<file path="src/include/rmc_pkg.sv">
// Register map, reset values and timing constants of the radio config bank
package rmc_pkg;
    // Byte addresses of the register bank
    localparam logic [5:0] RMC_ADDR_PWR_SAVE = 6'h2E;
    localparam logic [5:0] RMC_ADDR_CS_OVR = 6'h2F;
    localparam logic [5:0] RMC_ADDR_CLK_OVR = 6'h32;
    localparam logic [5:0] RMC_ADDR_CLK_GATE = 6'h33;
    localparam logic [5:0] RMC_ADDR_SETTLE = 6'h38;
    localparam logic [5:0] RMC_ADDR_ID_B0 = 6'h3C;
    localparam logic [5:0] RMC_ADDR_ID_B3 = 6'h3F;
    localparam logic [3:0] RMC_ID_BASE_HI = 4'hF;
    // Field positions
    localparam int RMC_FLAG_BIT = 7;
    localparam int RMC_ID_BITS = 30;
    // Reset values
    localparam logic [7:0] RMC_RST_PWR_SAVE = 8'h00;
    localparam logic [7:0] RMC_RST_CS_OVR = 8'h00;
    localparam logic [7:0] RMC_RST_CLK_OVR = 8'h00;
    localparam logic [7:0] RMC_RST_CLK_GATE = 8'h00;
    localparam logic [7:0] RMC_RST_SETTLE = 8'h64;
    // Timing: one settle step and the clock period
    localparam int RMC_STEP_NS = 2000;
    localparam int RMC_CLK_NS = 25;
    localparam int RMC_STEP_CYC = RMC_STEP_NS / RMC_CLK_NS;
    localparam logic [6:0] RMC_STEP_LAST = 7'(RMC_STEP_CYC - 1);
    // Settle timer states
    typedef enum logic [0:0] {
        RMC_IDLE = 1'b0,
        RMC_WAIT = 1'b1
    } rmc_state_e;
endpackage

</file>
<file path="src/rmc_regs.sv">
// Miscellaneous radio configuration register bank with settle timer
`timescale 1ns/1ps

//////////////////////////////////////////////////////////////////////////////
module rmc_regs (
    // Clock and reset
    input wire logic clock,
    input wire logic nrst,
    // Register access from the serial engine
    input wire logic reg_wr,
    input wire logic reg_rd,
    input wire logic [5:0] reg_addr,
    input wire logic [7:0] reg_wdata,
    output logic [7:0] reg_rdata,
    // Bits of the analog and main control registers
    input wire logic write_unlock,
    input wire logic id_read_en,
    input wire logic manual_synth,
    input wire logic pll_lock_used,
    // Per-chip identifier from fuses
    input wire logic [rmc_pkg::RMC_ID_BITS-1:0] chip_id,
    // Configuration towards the radio
    output logic power_save,
    output logic carrier_override,
    output logic [7:0] clk_override,
    output logic [7:0] clk_gating,
    // Synthesizer settle timer
    input wire logic synth_start,
    output logic settle_busy,
    output logic settle_done
);
    import rmc_pkg::*;

    ////////////////////////////////////////////////////////////////////////
    // Address decode
    logic wr_pwr;
    logic wr_cs;
    logic wr_ovr;
    logic wr_gate;
    logic wr_settle;
    logic id_hit;
    assign wr_pwr = reg_wr && (reg_addr == RMC_ADDR_PWR_SAVE) && write_unlock;
    assign wr_cs = reg_wr && (reg_addr == RMC_ADDR_CS_OVR) && write_unlock;
    assign wr_ovr = reg_wr && (reg_addr == RMC_ADDR_CLK_OVR);
    assign wr_gate = reg_wr && (reg_addr == RMC_ADDR_CLK_GATE);
    assign wr_settle = reg_wr && (reg_addr == RMC_ADDR_SETTLE);
    assign id_hit = (reg_addr >= RMC_ADDR_ID_B0) && (reg_addr <= RMC_ADDR_ID_B3);

    ////////////////////////////////////////////////////////////////////////
    // Storage; only the flag bit of the gated registers is kept
    logic pwr_r;
    logic cs_r;
    logic [7:0] ovr_r;
    logic [7:0] gate_r;
    logic [7:0] settle_r;
    always_ff @(posedge clock or negedge nrst) begin
        if (!nrst) begin
            pwr_r <= RMC_RST_PWR_SAVE[RMC_FLAG_BIT];
            cs_r <= RMC_RST_CS_OVR[RMC_FLAG_BIT];
            ovr_r <= RMC_RST_CLK_OVR;
            gate_r <= RMC_RST_CLK_GATE;
            settle_r <= RMC_RST_SETTLE;
        end else begin
            if (wr_pwr) begin
                pwr_r <= reg_wdata[RMC_FLAG_BIT];
            end
            if (wr_cs) begin
                cs_r <= reg_wdata[RMC_FLAG_BIT];
            end
            if (wr_ovr) begin
                ovr_r <= reg_wdata;
            end
            if (wr_gate) begin
                gate_r <= reg_wdata;
            end
            if (wr_settle) begin
                settle_r <= reg_wdata;
            end
        end
    end

    // Outputs straight from the storage flops
    assign power_save = pwr_r;
    assign carrier_override = cs_r;
    assign clk_override = ovr_r;
    assign clk_gating = gate_r;

    ////////////////////////////////////////////////////////////////////////
    // Identifier synchroniser; fuse levels are async to the clock
    logic [RMC_ID_BITS-1:0] id_s1_r;
    logic [RMC_ID_BITS-1:0] id_s2_r;
    always_ff @(posedge clock or negedge nrst) begin
        if (!nrst) begin
            id_s1_r <= '0;
            id_s2_r <= '0;
        end else begin
            id_s1_r <= chip_id;
            id_s2_r <= id_s1_r;
        end
    end

    // Identifier word, top two bits forced low
    logic [31:0] id_word;
    assign id_word = {2'b00, id_s2_r};

    // Byte select of the identifier, highest address is the top byte
    function automatic logic [7:0] id_byte(input logic [31:0] w, input logic [1:0] sel);
        id_byte = w[8*sel +: 8];
    endfunction

    ////////////////////////////////////////////////////////////////////////
    // Read mux; identifier is blanked while not enabled to save power
    logic [7:0] rd_mux;
    logic [7:0] id_sel;
    assign id_sel = id_read_en ? id_byte(id_word, reg_addr[1:0]) : 8'h00;
    assign rd_mux =
        (reg_addr == RMC_ADDR_PWR_SAVE) ? {pwr_r, 7'h00} :
        (reg_addr == RMC_ADDR_CS_OVR) ? {cs_r, 7'h00} :
        (reg_addr == RMC_ADDR_CLK_OVR) ? ovr_r :
        (reg_addr == RMC_ADDR_CLK_GATE) ? gate_r :
        (reg_addr == RMC_ADDR_SETTLE) ? settle_r :
        id_hit ? id_sel : 8'h00;

    // Read data held until the next read
    logic [7:0] rdata_r;
    always_ff @(posedge clock or negedge nrst) begin
        if (!nrst) begin
            rdata_r <= 8'h00;
        end else if (reg_rd) begin
            rdata_r <= rd_mux;
        end
    end
    assign reg_rdata = rdata_r;

    ////////////////////////////////////////////////////////////////////////
    // Settle timer: step counter and count of remaining steps
    rmc_state_e state_r;
    rmc_state_e state_nxt;
    logic [6:0] tick_r;
    logic [6:0] tick_nxt;
    logic [7:0] steps_r;
    logic [7:0] steps_nxt;
    logic done_r;
    logic done_nxt;
    logic apply_delay;
    logic step_end;
    assign apply_delay = !manual_synth && !pll_lock_used;
    assign step_end = (tick_r == RMC_STEP_LAST);

    // Next-state logic; the step count is latched at start
    always_comb begin
        state_nxt = state_r;
        tick_nxt = tick_r;
        steps_nxt = steps_r;
        done_nxt = 1'b0;
        unique case (state_r)
            RMC_IDLE: begin
                if (synth_start) begin
                    if (apply_delay && settle_r != 8'h00) begin
                        state_nxt = RMC_WAIT;
                        tick_nxt = 7'h00;
                        steps_nxt = settle_r;
                    end else begin
                        done_nxt = 1'b1;
                    end
                end
            end
            RMC_WAIT: begin
                if (step_end) begin
                    tick_nxt = 7'h00;
                    steps_nxt = steps_r - 8'h01;
                    if (steps_r == 8'h01) begin
                        state_nxt = RMC_IDLE;
                        done_nxt = 1'b1;
                    end
                end else begin
                    tick_nxt = tick_r + 7'h01;
                end
            end
        endcase
    end

    // Timer flops
    always_ff @(posedge clock or negedge nrst) begin
        if (!nrst) begin
            state_r <= RMC_IDLE;
            tick_r <= 7'h00;
            steps_r <= 8'h00;
            done_r <= 1'b0;
        end else begin
            state_r <= state_nxt;
            tick_r <= tick_nxt;
            steps_r <= steps_nxt;
            done_r <= done_nxt;
        end
    end
    assign settle_busy = (state_r == RMC_WAIT);
    assign settle_done = done_r;

    ////////////////////////////////////////////////////////////////////////
    // Checks; helper counts cycles spent waiting
    logic [15:0] wait_cnt_r;
    logic [15:0] wait_len_r;
    always_ff @(posedge clock or negedge nrst) begin
        if (!nrst) begin
            wait_cnt_r <= 16'h0000;
            wait_len_r <= 16'h0000;
        end else if (state_r == RMC_IDLE && state_nxt == RMC_WAIT) begin
            wait_cnt_r <= 16'h0001;
            wait_len_r <= 16'(settle_r) * 16'(RMC_STEP_CYC);
        end else if (settle_busy) begin
            wait_cnt_r <= wait_cnt_r + 16'h0001;
        end
    end

    save_gate_a: assert property (@(posedge clock) disable iff (!nrst)
        reg_wr && reg_addr == RMC_ADDR_PWR_SAVE && !write_unlock |=> $stable(power_save))
        else $error("power save changed while locked");
    save_write_a: assert property (@(posedge clock) disable iff (!nrst)
        reg_wr && reg_addr == RMC_ADDR_PWR_SAVE && write_unlock
        |=> power_save == $past(reg_wdata[7]))
        else $error("power save did not take written bit");
    cs_gate_a: assert property (@(posedge clock) disable iff (!nrst)
        reg_wr && reg_addr == RMC_ADDR_CS_OVR && !write_unlock |=> $stable(carrier_override))
        else $error("carrier override changed while locked");
    cs_write_a: assert property (@(posedge clock) disable iff (!nrst)
        reg_wr && reg_addr == RMC_ADDR_CS_OVR && write_unlock
        |=> carrier_override == $past(reg_wdata[7]))
        else $error("carrier override did not take written bit");
    settle_hold_a: assert property (@(posedge clock) disable iff (!nrst)
        !(reg_wr && reg_addr == RMC_ADDR_SETTLE) |=> $stable(settle_r))
        else $error("settle count changed without a write");
    settle_len_a: assert property (@(posedge clock) disable iff (!nrst)
        settle_busy && state_nxt == RMC_IDLE |-> wait_cnt_r == wait_len_r)
        else $error("settle wait length wrong");
    settle_bypass_a: assert property (@(posedge clock) disable iff (!nrst)
        !settle_busy && synth_start && !apply_delay |=> settle_done && !settle_busy)
        else $error("bypassed start did not finish at once");
    id_top_a: assert property (@(posedge clock) disable iff (!nrst)
        reg_rd && reg_addr == RMC_ADDR_ID_B3 |=> reg_rdata[7:6] == 2'b00)
        else $error("identifier top bits not zero");
    id_blank_a: assert property (@(posedge clock) disable iff (!nrst)
        reg_rd && id_hit && !id_read_en |=> reg_rdata == 8'h00)
        else $error("identifier visible while disabled");

    ////////////////////////////////////////////////////////////////////////
    // Settle timer checks; the helper count above gives the wait length

    // A delayed start raises busy on the next cycle
    settle_start_a: assert property (@(posedge clock) disable iff (!nrst)
        !settle_busy && synth_start && apply_delay && settle_r != 8'h00
        |=> settle_busy)
        else $error("delayed start did not raise busy");

    // Starts while busy are ignored, so busy may only end on a step boundary
    busy_hold_a: assert property (@(posedge clock) disable iff (!nrst)
        settle_busy && !step_end
        |=> settle_busy)
        else $error("settle wait ended inside a step");

    // The last step ends with one done pulse and busy low
    settle_end_a: assert property (@(posedge clock) disable iff (!nrst)
        settle_busy && state_nxt == RMC_IDLE
        |=> settle_done && !settle_busy)
        else $error("settle wait did not end with done");

    // Done and busy never stand together
    done_idle_a: assert property (@(posedge clock) disable iff (!nrst)
        settle_done
        |-> !settle_busy)
        else $error("done raised while still busy");

    ////////////////////////////////////////////////////////////////////////
    // Identifier checks

    // The lowest byte address returns the low identifier byte
    id_low_a: assert property (@(posedge clock) disable iff (!nrst)
        reg_rd && reg_addr == RMC_ADDR_ID_B0 && id_read_en
        |=> reg_rdata == $past(id_s2_r[7:0]))
        else $error("identifier low byte misplaced");

    // Identifier writes reach no storage; decode aliasing would show here
    id_write_a: assert property (@(posedge clock) disable iff (!nrst)
        reg_wr && id_hit
        |=> $stable(power_save) && $stable(carrier_override) && $stable(clk_override)
            && $stable(clk_gating) && $stable(settle_r))
        else $error("identifier write changed a register");
endmodule

</file>
<file path="config.mk">
export PLATFORM = sky130hd
export DESIGN_NAME = rmc_regs
export DESIGN_NICKNAME = d
export VERILOG_FILES = /design/src/include/rmc_pkg.sv /design/src/rmc_regs.sv
export SDC_FILE = /design/constraint.sdc
export NUM_CORES = 1
export LEC_CHECK = 0
export BUFFER_PORTS_ARGS = -buffer_cell sky130_fd_sc_hd__buf_2
export CAP_MARGIN = 20
export CORE_MARGIN = 10
export CORE_UTILIZATION = 44
export DETAILED_ROUTE_END_ITERATION = 10
export PLACE_DENSITY = 0.65
export SLEW_MARGIN = 20
export SYNTH_ARGS = -nofsm -noshare
export SYNTH_HDL_FRONTEND = slang
export SYNTH_SLANG_ARGS = --single-unit
</file>
<file path="constraint.sdc">
create_clock -name clock -period 2.95 [get_ports clock]
set_input_delay 0.295 -clock clock [delete_from_list [all_inputs] [get_ports clock]]
set_output_delay 0.295 -clock clock [all_outputs]
set_load 0.1 [all_outputs]
</file>
==> flow_summary.html <==
<table>
<tr><th>Metric</th><th>Value</th></tr>
<tr><th colspan="2">Floorplanning</th></tr>
<tr><td>Die H</td><td>120.7 um</td></tr>
<tr><td>Area of the core</td><td>9819 um^2</td></tr>
<tr><td>Count of pins on the block boundary</td><td>81</td></tr>
<tr><td>DIE AREA</td><td>14560 um^2</td></tr>
<tr><td>Initial core utilization</td><td>45.40%</td></tr>
<tr><td>Die outline width</td><td>120.7 um</td></tr>
<tr><td>Cell Rows</td><td>36</td></tr>
<tr><th colspan="2">CTS</th></tr>
<tr><td>H-tree levels</td><td>3</td></tr>
<tr><td>Maximum number of buffers from clock root to sink</td><td>2</td></tr>
<tr><td>Master cell of the clock root buffer</td><td>clkbuf_8</td></tr>
<tr><td>Clock buffer count from CTS</td><td>9</td></tr>
<tr><td>Clock network latency to the later pin of the worst-skew pair</td><td>0.37 ns</td></tr>
<tr><td>Clock-pin slew on the worst setup and hold paths</td><td>0.12 ns</td></tr>
<tr><td>TritonCTS Sinks</td><td>111</td></tr>
<tr><td>Clock tree from TritonCTS</td><td>yes</td></tr>
<tr><th colspan="2">Routing</th></tr>
<tr><td>First-pass detailed-route iteration total</td><td>4</td></tr>
<tr><td>Via count of the routed design</td><td>2936</td></tr>
<tr><td>DRC</td><td>0</td></tr>
<tr><td>Routed Wire Length</td><td>10.02 mm</td></tr>
<tr><td>Starting DRT DRC Count</td><td>200</td></tr>
<tr><td>Routed wirelength normalized by instance count</td><td>18.09 um</td></tr>
<tr><td>Count of antenna-violating nets left after detailed routing</td><td>0</td></tr>
<tr><td>Vias per std cell</td><td>5.300</td></tr>
<tr><th colspan="2">Setup path</th></tr>
<tr><td>CP Capture Type</td><td>flop</td></tr>
<tr><td>Required time of the critical path</td><td>3.20 ns</td></tr>
<tr><td>Max Fanout on Critical Path</td><td>15</td></tr>
<tr><td>Setup slack, reg-to-reg</td><td>0.84 ns</td></tr>
<tr><td>Data arrival at the endpoint of the critical path</td><td>2.36 ns</td></tr>
<tr><td>Worst path top cell family by delay</td><td>compound AO/OA/AOI/OAI gates</td></tr>
<tr><td>Buffer and inverter count on the worst path</td><td>2</td></tr>
<tr><td>Ordered list of cells on the worst path</td><td>buf_4 -&gt; nand2b_1 -&gt; a2111oi_2 -&gt; buf_4 -&gt; mux2_1 -&gt; a211o_1</td></tr>
<tr><td>End of the worst register-to-register path</td><td>steps_r[4]$_DFFE_PN0P_</td></tr>
<tr><td>Highest-delay cell along the critical path</td><td>dfrtp_1</td></tr>
<tr><td>Crit-path most repeated cell</td><td>buf_4</td></tr>
<tr><td>Worst setup SP type</td><td>flop</td></tr>
<tr><td>WS Path Type</td><td>reg2reg</td></tr>
<tr><td>Maximum cell stage delay along the critical path</td><td>0.38 ns</td></tr>
<tr><td>Depth of the worst register-to-register path</td><td>6</td></tr>
<tr><td>Beginning of the worst register-to-register path</td><td>settle_busy$_DFF_PN0_</td></tr>
<tr><th colspan="2">Timing</th></tr>
<tr><td>Worst clock skew</td><td>0.01659 ns</td></tr>
<tr><td>Slew at the pin closest to its max-slew limit</td><td>0.6637 ns</td></tr>
<tr><td>Setup TNS</td><td>0 ns</td></tr>
<tr><td>Final Hold Vio Count</td><td>0</td></tr>
<tr><td>Minimum period implied by the final worst setup slack</td><td>2.108 ns</td></tr>
<tr><td>Headroom to the max-slew limit</td><td>55.76%</td></tr>
<tr><td>Number of max-slew violations in the final report</td><td>0</td></tr>
<tr><td>Upper clock frequency limit</td><td>474.3 MHz</td></tr>
<tr><td>Setup repair after global routing missed its margin</td><td>false</td></tr>
<tr><td>Worst hold margin</td><td>0.02093 ns</td></tr>
<tr><td>Setup violation total in the final timing report</td><td>0</td></tr>
<tr><td>Post-route clock period utilization</td><td>71.47%</td></tr>
<tr><th colspan="2">Min path</th></tr>
<tr><td>Min-Delay Startpoint</td><td>chip_id[27]</td></tr>
<tr><td>Worst hold path cell count</td><td>1</td></tr>
<tr><td>Hold path endpoint</td><td>id_s1_r[27]$_DFF_PN0_</td></tr>
<tr><td>Class of the tightest hold or removal check</td><td>in2reg</td></tr>
<tr><th colspan="2">Place</th></tr>
<tr><td>HPWL reported at the end of detailed placement</td><td>7.369 mm</td></tr>
<tr><td>Post-detailed-placement cell area</td><td>5002 um^2</td></tr>
<tr><td>Port buffer count</td><td>80</td></tr>
<tr><td>Routability congestion estimate from global placement</td><td>0.8289</td></tr>
<tr><th colspan="2">Cells and area</th></tr>
<tr><td>Area taken by flip-flops and latches</td><td>2781 um^2</td></tr>
<tr><td>Utilization after layout</td><td>54.03%</td></tr>
<tr><td>Number of nets in the final layout</td><td>472</td></tr>
<tr><td>Share of layout cells above drive strength 1</td><td>28.27%</td></tr>
<tr><td>Count of antenna diodes in the layout</td><td>0</td></tr>
<tr><td>Number of inserted filler cells in the final layout</td><td>862</td></tr>
<tr><td>Multi-input gate area</td><td>1568 um^2</td></tr>
<tr><td>Area growth from synthesis to layout</td><td>19.00%</td></tr>
<tr><td>Post-route cell area</td><td>5305 um^2</td></tr>
<tr><th colspan="2">Yosys</th></tr>
<tr><td>Cell Area, Synth</td><td>4458 um^2</td></tr>
<tr><td>Main area contributors after synthesis</td><td>dfrtp_1 61%, mux2_1 6.8%, mux4_2 3.0%, a22o_1 2.0%, mux2i_1 1.8%</td></tr>
<tr><td>Number of cells produced by synthesis</td><td>323</td></tr>
<tr><td>Post-synth EDFFs</td><td>0</td></tr>
<tr><td>Post-Syn Area per Cell</td><td>13.80 um^2</td></tr>
<tr><td>Sequential element share of the synthesized area</td><td>62.39%</td></tr>
<tr><td>Most instantiated cells after synthesis</td><td>108 x dfrtp_1, 27 x mux2_1, 12 x inv_1, 12 x nor2_1, 11 x nand2b_1</td></tr>
<tr><td>Synthesis-stage register bit count</td><td>111</td></tr>
<tr><td>Number of nets produced by synthesis</td><td>379</td></tr>
<tr><td>Predominant post-synthesis flop cell</td><td>dfrtp_1</td></tr>
<tr><td>Proportion of netlist area held by the largest area contributor</td><td>60.62%</td></tr>
<tr><td>Most repeated cell in the gate-level netlist after synthesis</td><td>dfrtp_1</td></tr>
<tr><td>Yosys cell types</td><td>61</td></tr>
<tr><td>Number of warnings reported in the yosys synthesis log</td><td>0</td></tr>
<tr><td>Async set-or-reset flop fraction in the synthesized netlist</td><td>100.0%</td></tr>
<tr><td>Leading area contributor after synthesis</td><td>dfrtp_1</td></tr>
<tr><th colspan="2">Outcome</th></tr>
<tr><td>Outcome</td><td>completed</td></tr>
<tr><th colspan="2">Power</th></tr>
<tr><td>Static leakage power</td><td>2.457 nW</td></tr>
<tr><td>Power density over cell area</td><td>666.7 nW/um^2</td></tr>
<tr><td>Largest voltage drop on the vdd net</td><td>0.3844 mV</td></tr>
<tr><th colspan="2">Global routing</th></tr>
<tr><td>Routing usage on met1</td><td>17.24%</td></tr>
<tr><td>Met2 Track Usage GR</td><td>22.98%</td></tr>
<tr><td>Met3 Use GR</td><td>4.607%</td></tr>
<tr><td>GRT Util Overall</td><td>14.04%</td></tr>
<tr><td>Global-route congestion overflow total</td><td>0</td></tr>
<tr><td>Layer with the highest usage after global routing</td><td>met2</td></tr>
<tr><td>Number of antenna violations at the first check in global routing</td><td>0</td></tr>
<tr><td>Global-route wire length before repair</td><td>16.26 mm</td></tr>
<tr><td>Largest net degree at the start of global routing</td><td>62</td></tr>
<tr><td>Via count of the first global-routing pass</td><td>3083</td></tr>
<tr><th colspan="2">Run</th></tr>
<tr><td>Reported max-cap violation count</td><td>0</td></tr>
</table>
[cells in the final DEF (no fill, tap or decap), types with 5 or more instances in the layout]
cell           count
nand2_1            5
dfrtp_1          108
clkbuf_8           9
inv_1             12
mux2_1            27
o32ai_1            7
nor2_1            12
mux2i_1            8
a22o_1            10
a21oi_1            5
nor3_1             8
dlygate4sd3_1     11
nand3_1            5
nand2b_1          11
mux4_2             6
a22oi_1            9
buf_2             79
o21ai_0            5
[per-stage QoR]
step	worst slack, ns	std cells	total power [mW]
after floorplan	0.7304	323	2.454
after global placement	0.9436	527	2.671
after detailed placement	0.9058	527	2.689
after CTS	0.8539	545	3.566
after global routing	0.7508	554	3.730
final	0.8417	554	3.537
[state kept, by name, indices dropped and copies added, names as in the netlist, 7 cells and up]
signal / cells
clk_gating: 8
reg_rdata: 8
id_s1_r: 30
tick_r: 7
steps_r: 8
id_s2_r: 30
clk_override: 8
settle_r: 8
[logic make-up after synthesis]
group / count (synthesis) / synth area share, %
muxes: 41 / 11.65
adders and majority gates: 3 / 0.8421
AOI/OAI and AO/OA: 65 / 11.39
and+or+nand+nor: 77 / 11.09
DFF: 111 / 62.39
buffers and inverters: 25 / 2.441
xor gates and xnor gates: 1 / 0.1965
[area by class of cell]
cell class,instances,area share (%)
Clock buffer,10,2.406
Clock inverter,6,1.226
Inverter,13,0.9198
Multi-Input combinational cell,187,29.55
Sequential cell,111,52.43
Tap cell,133,3.137
Timing Repair Buffer,94,10.33
[repair_timing]
| item | CTS | global route |
|---|---|---|
| hold endpoints to repair | 48 | 9 |
| setup buffers | 0 | 0 |
| hold buffers | 2 | 9 |
| resized for setup | 0 | 0 |
[report_power, final]
part	internal, mW	total, mW	switching (mW)	leakage (nW)
combinational	0.280	0.837	0.557	1.00
clock	0.332	0.872	0.540	0.0972
sequential	1.68	1.83	0.146	1.36
total	2.29	3.54	1.24	2.46
[layer usage]
metal  part of all wire (%)  up-vias
met5                      0        -
met4                   0.89        0
met3                    5.8        6
met2                     51       79
met1                     42     1462
li1                       -     1389
[worst max-delay path by stage]
stage	to	slack (ns)	start	cells past startpoint
global route	steps_r[4]$_DFFE_PN0P_	0.75	settle_busy$_DFF_PN0_	6
CTS	steps_r[4]$_DFFE_PN0P_	0.85	settle_busy$_DFF_PN0_	6
finish	steps_r[4]$_DFFE_PN0P_	0.84	settle_busy$_DFF_PN0_	6
floorplan	steps_r[4]$_DFFE_PN0P_	0.73	settle_busy$_DFF_PN0_	4
detailed placement	steps_r[4]$_DFFE_PN0P_	0.91	settle_busy$_DFF_PN0_	6
global placement	steps_r[4]$_DFFE_PN0P_	0.94	settle_busy$_DFF_PN0_	6
(Power assumes the default switching activity.)
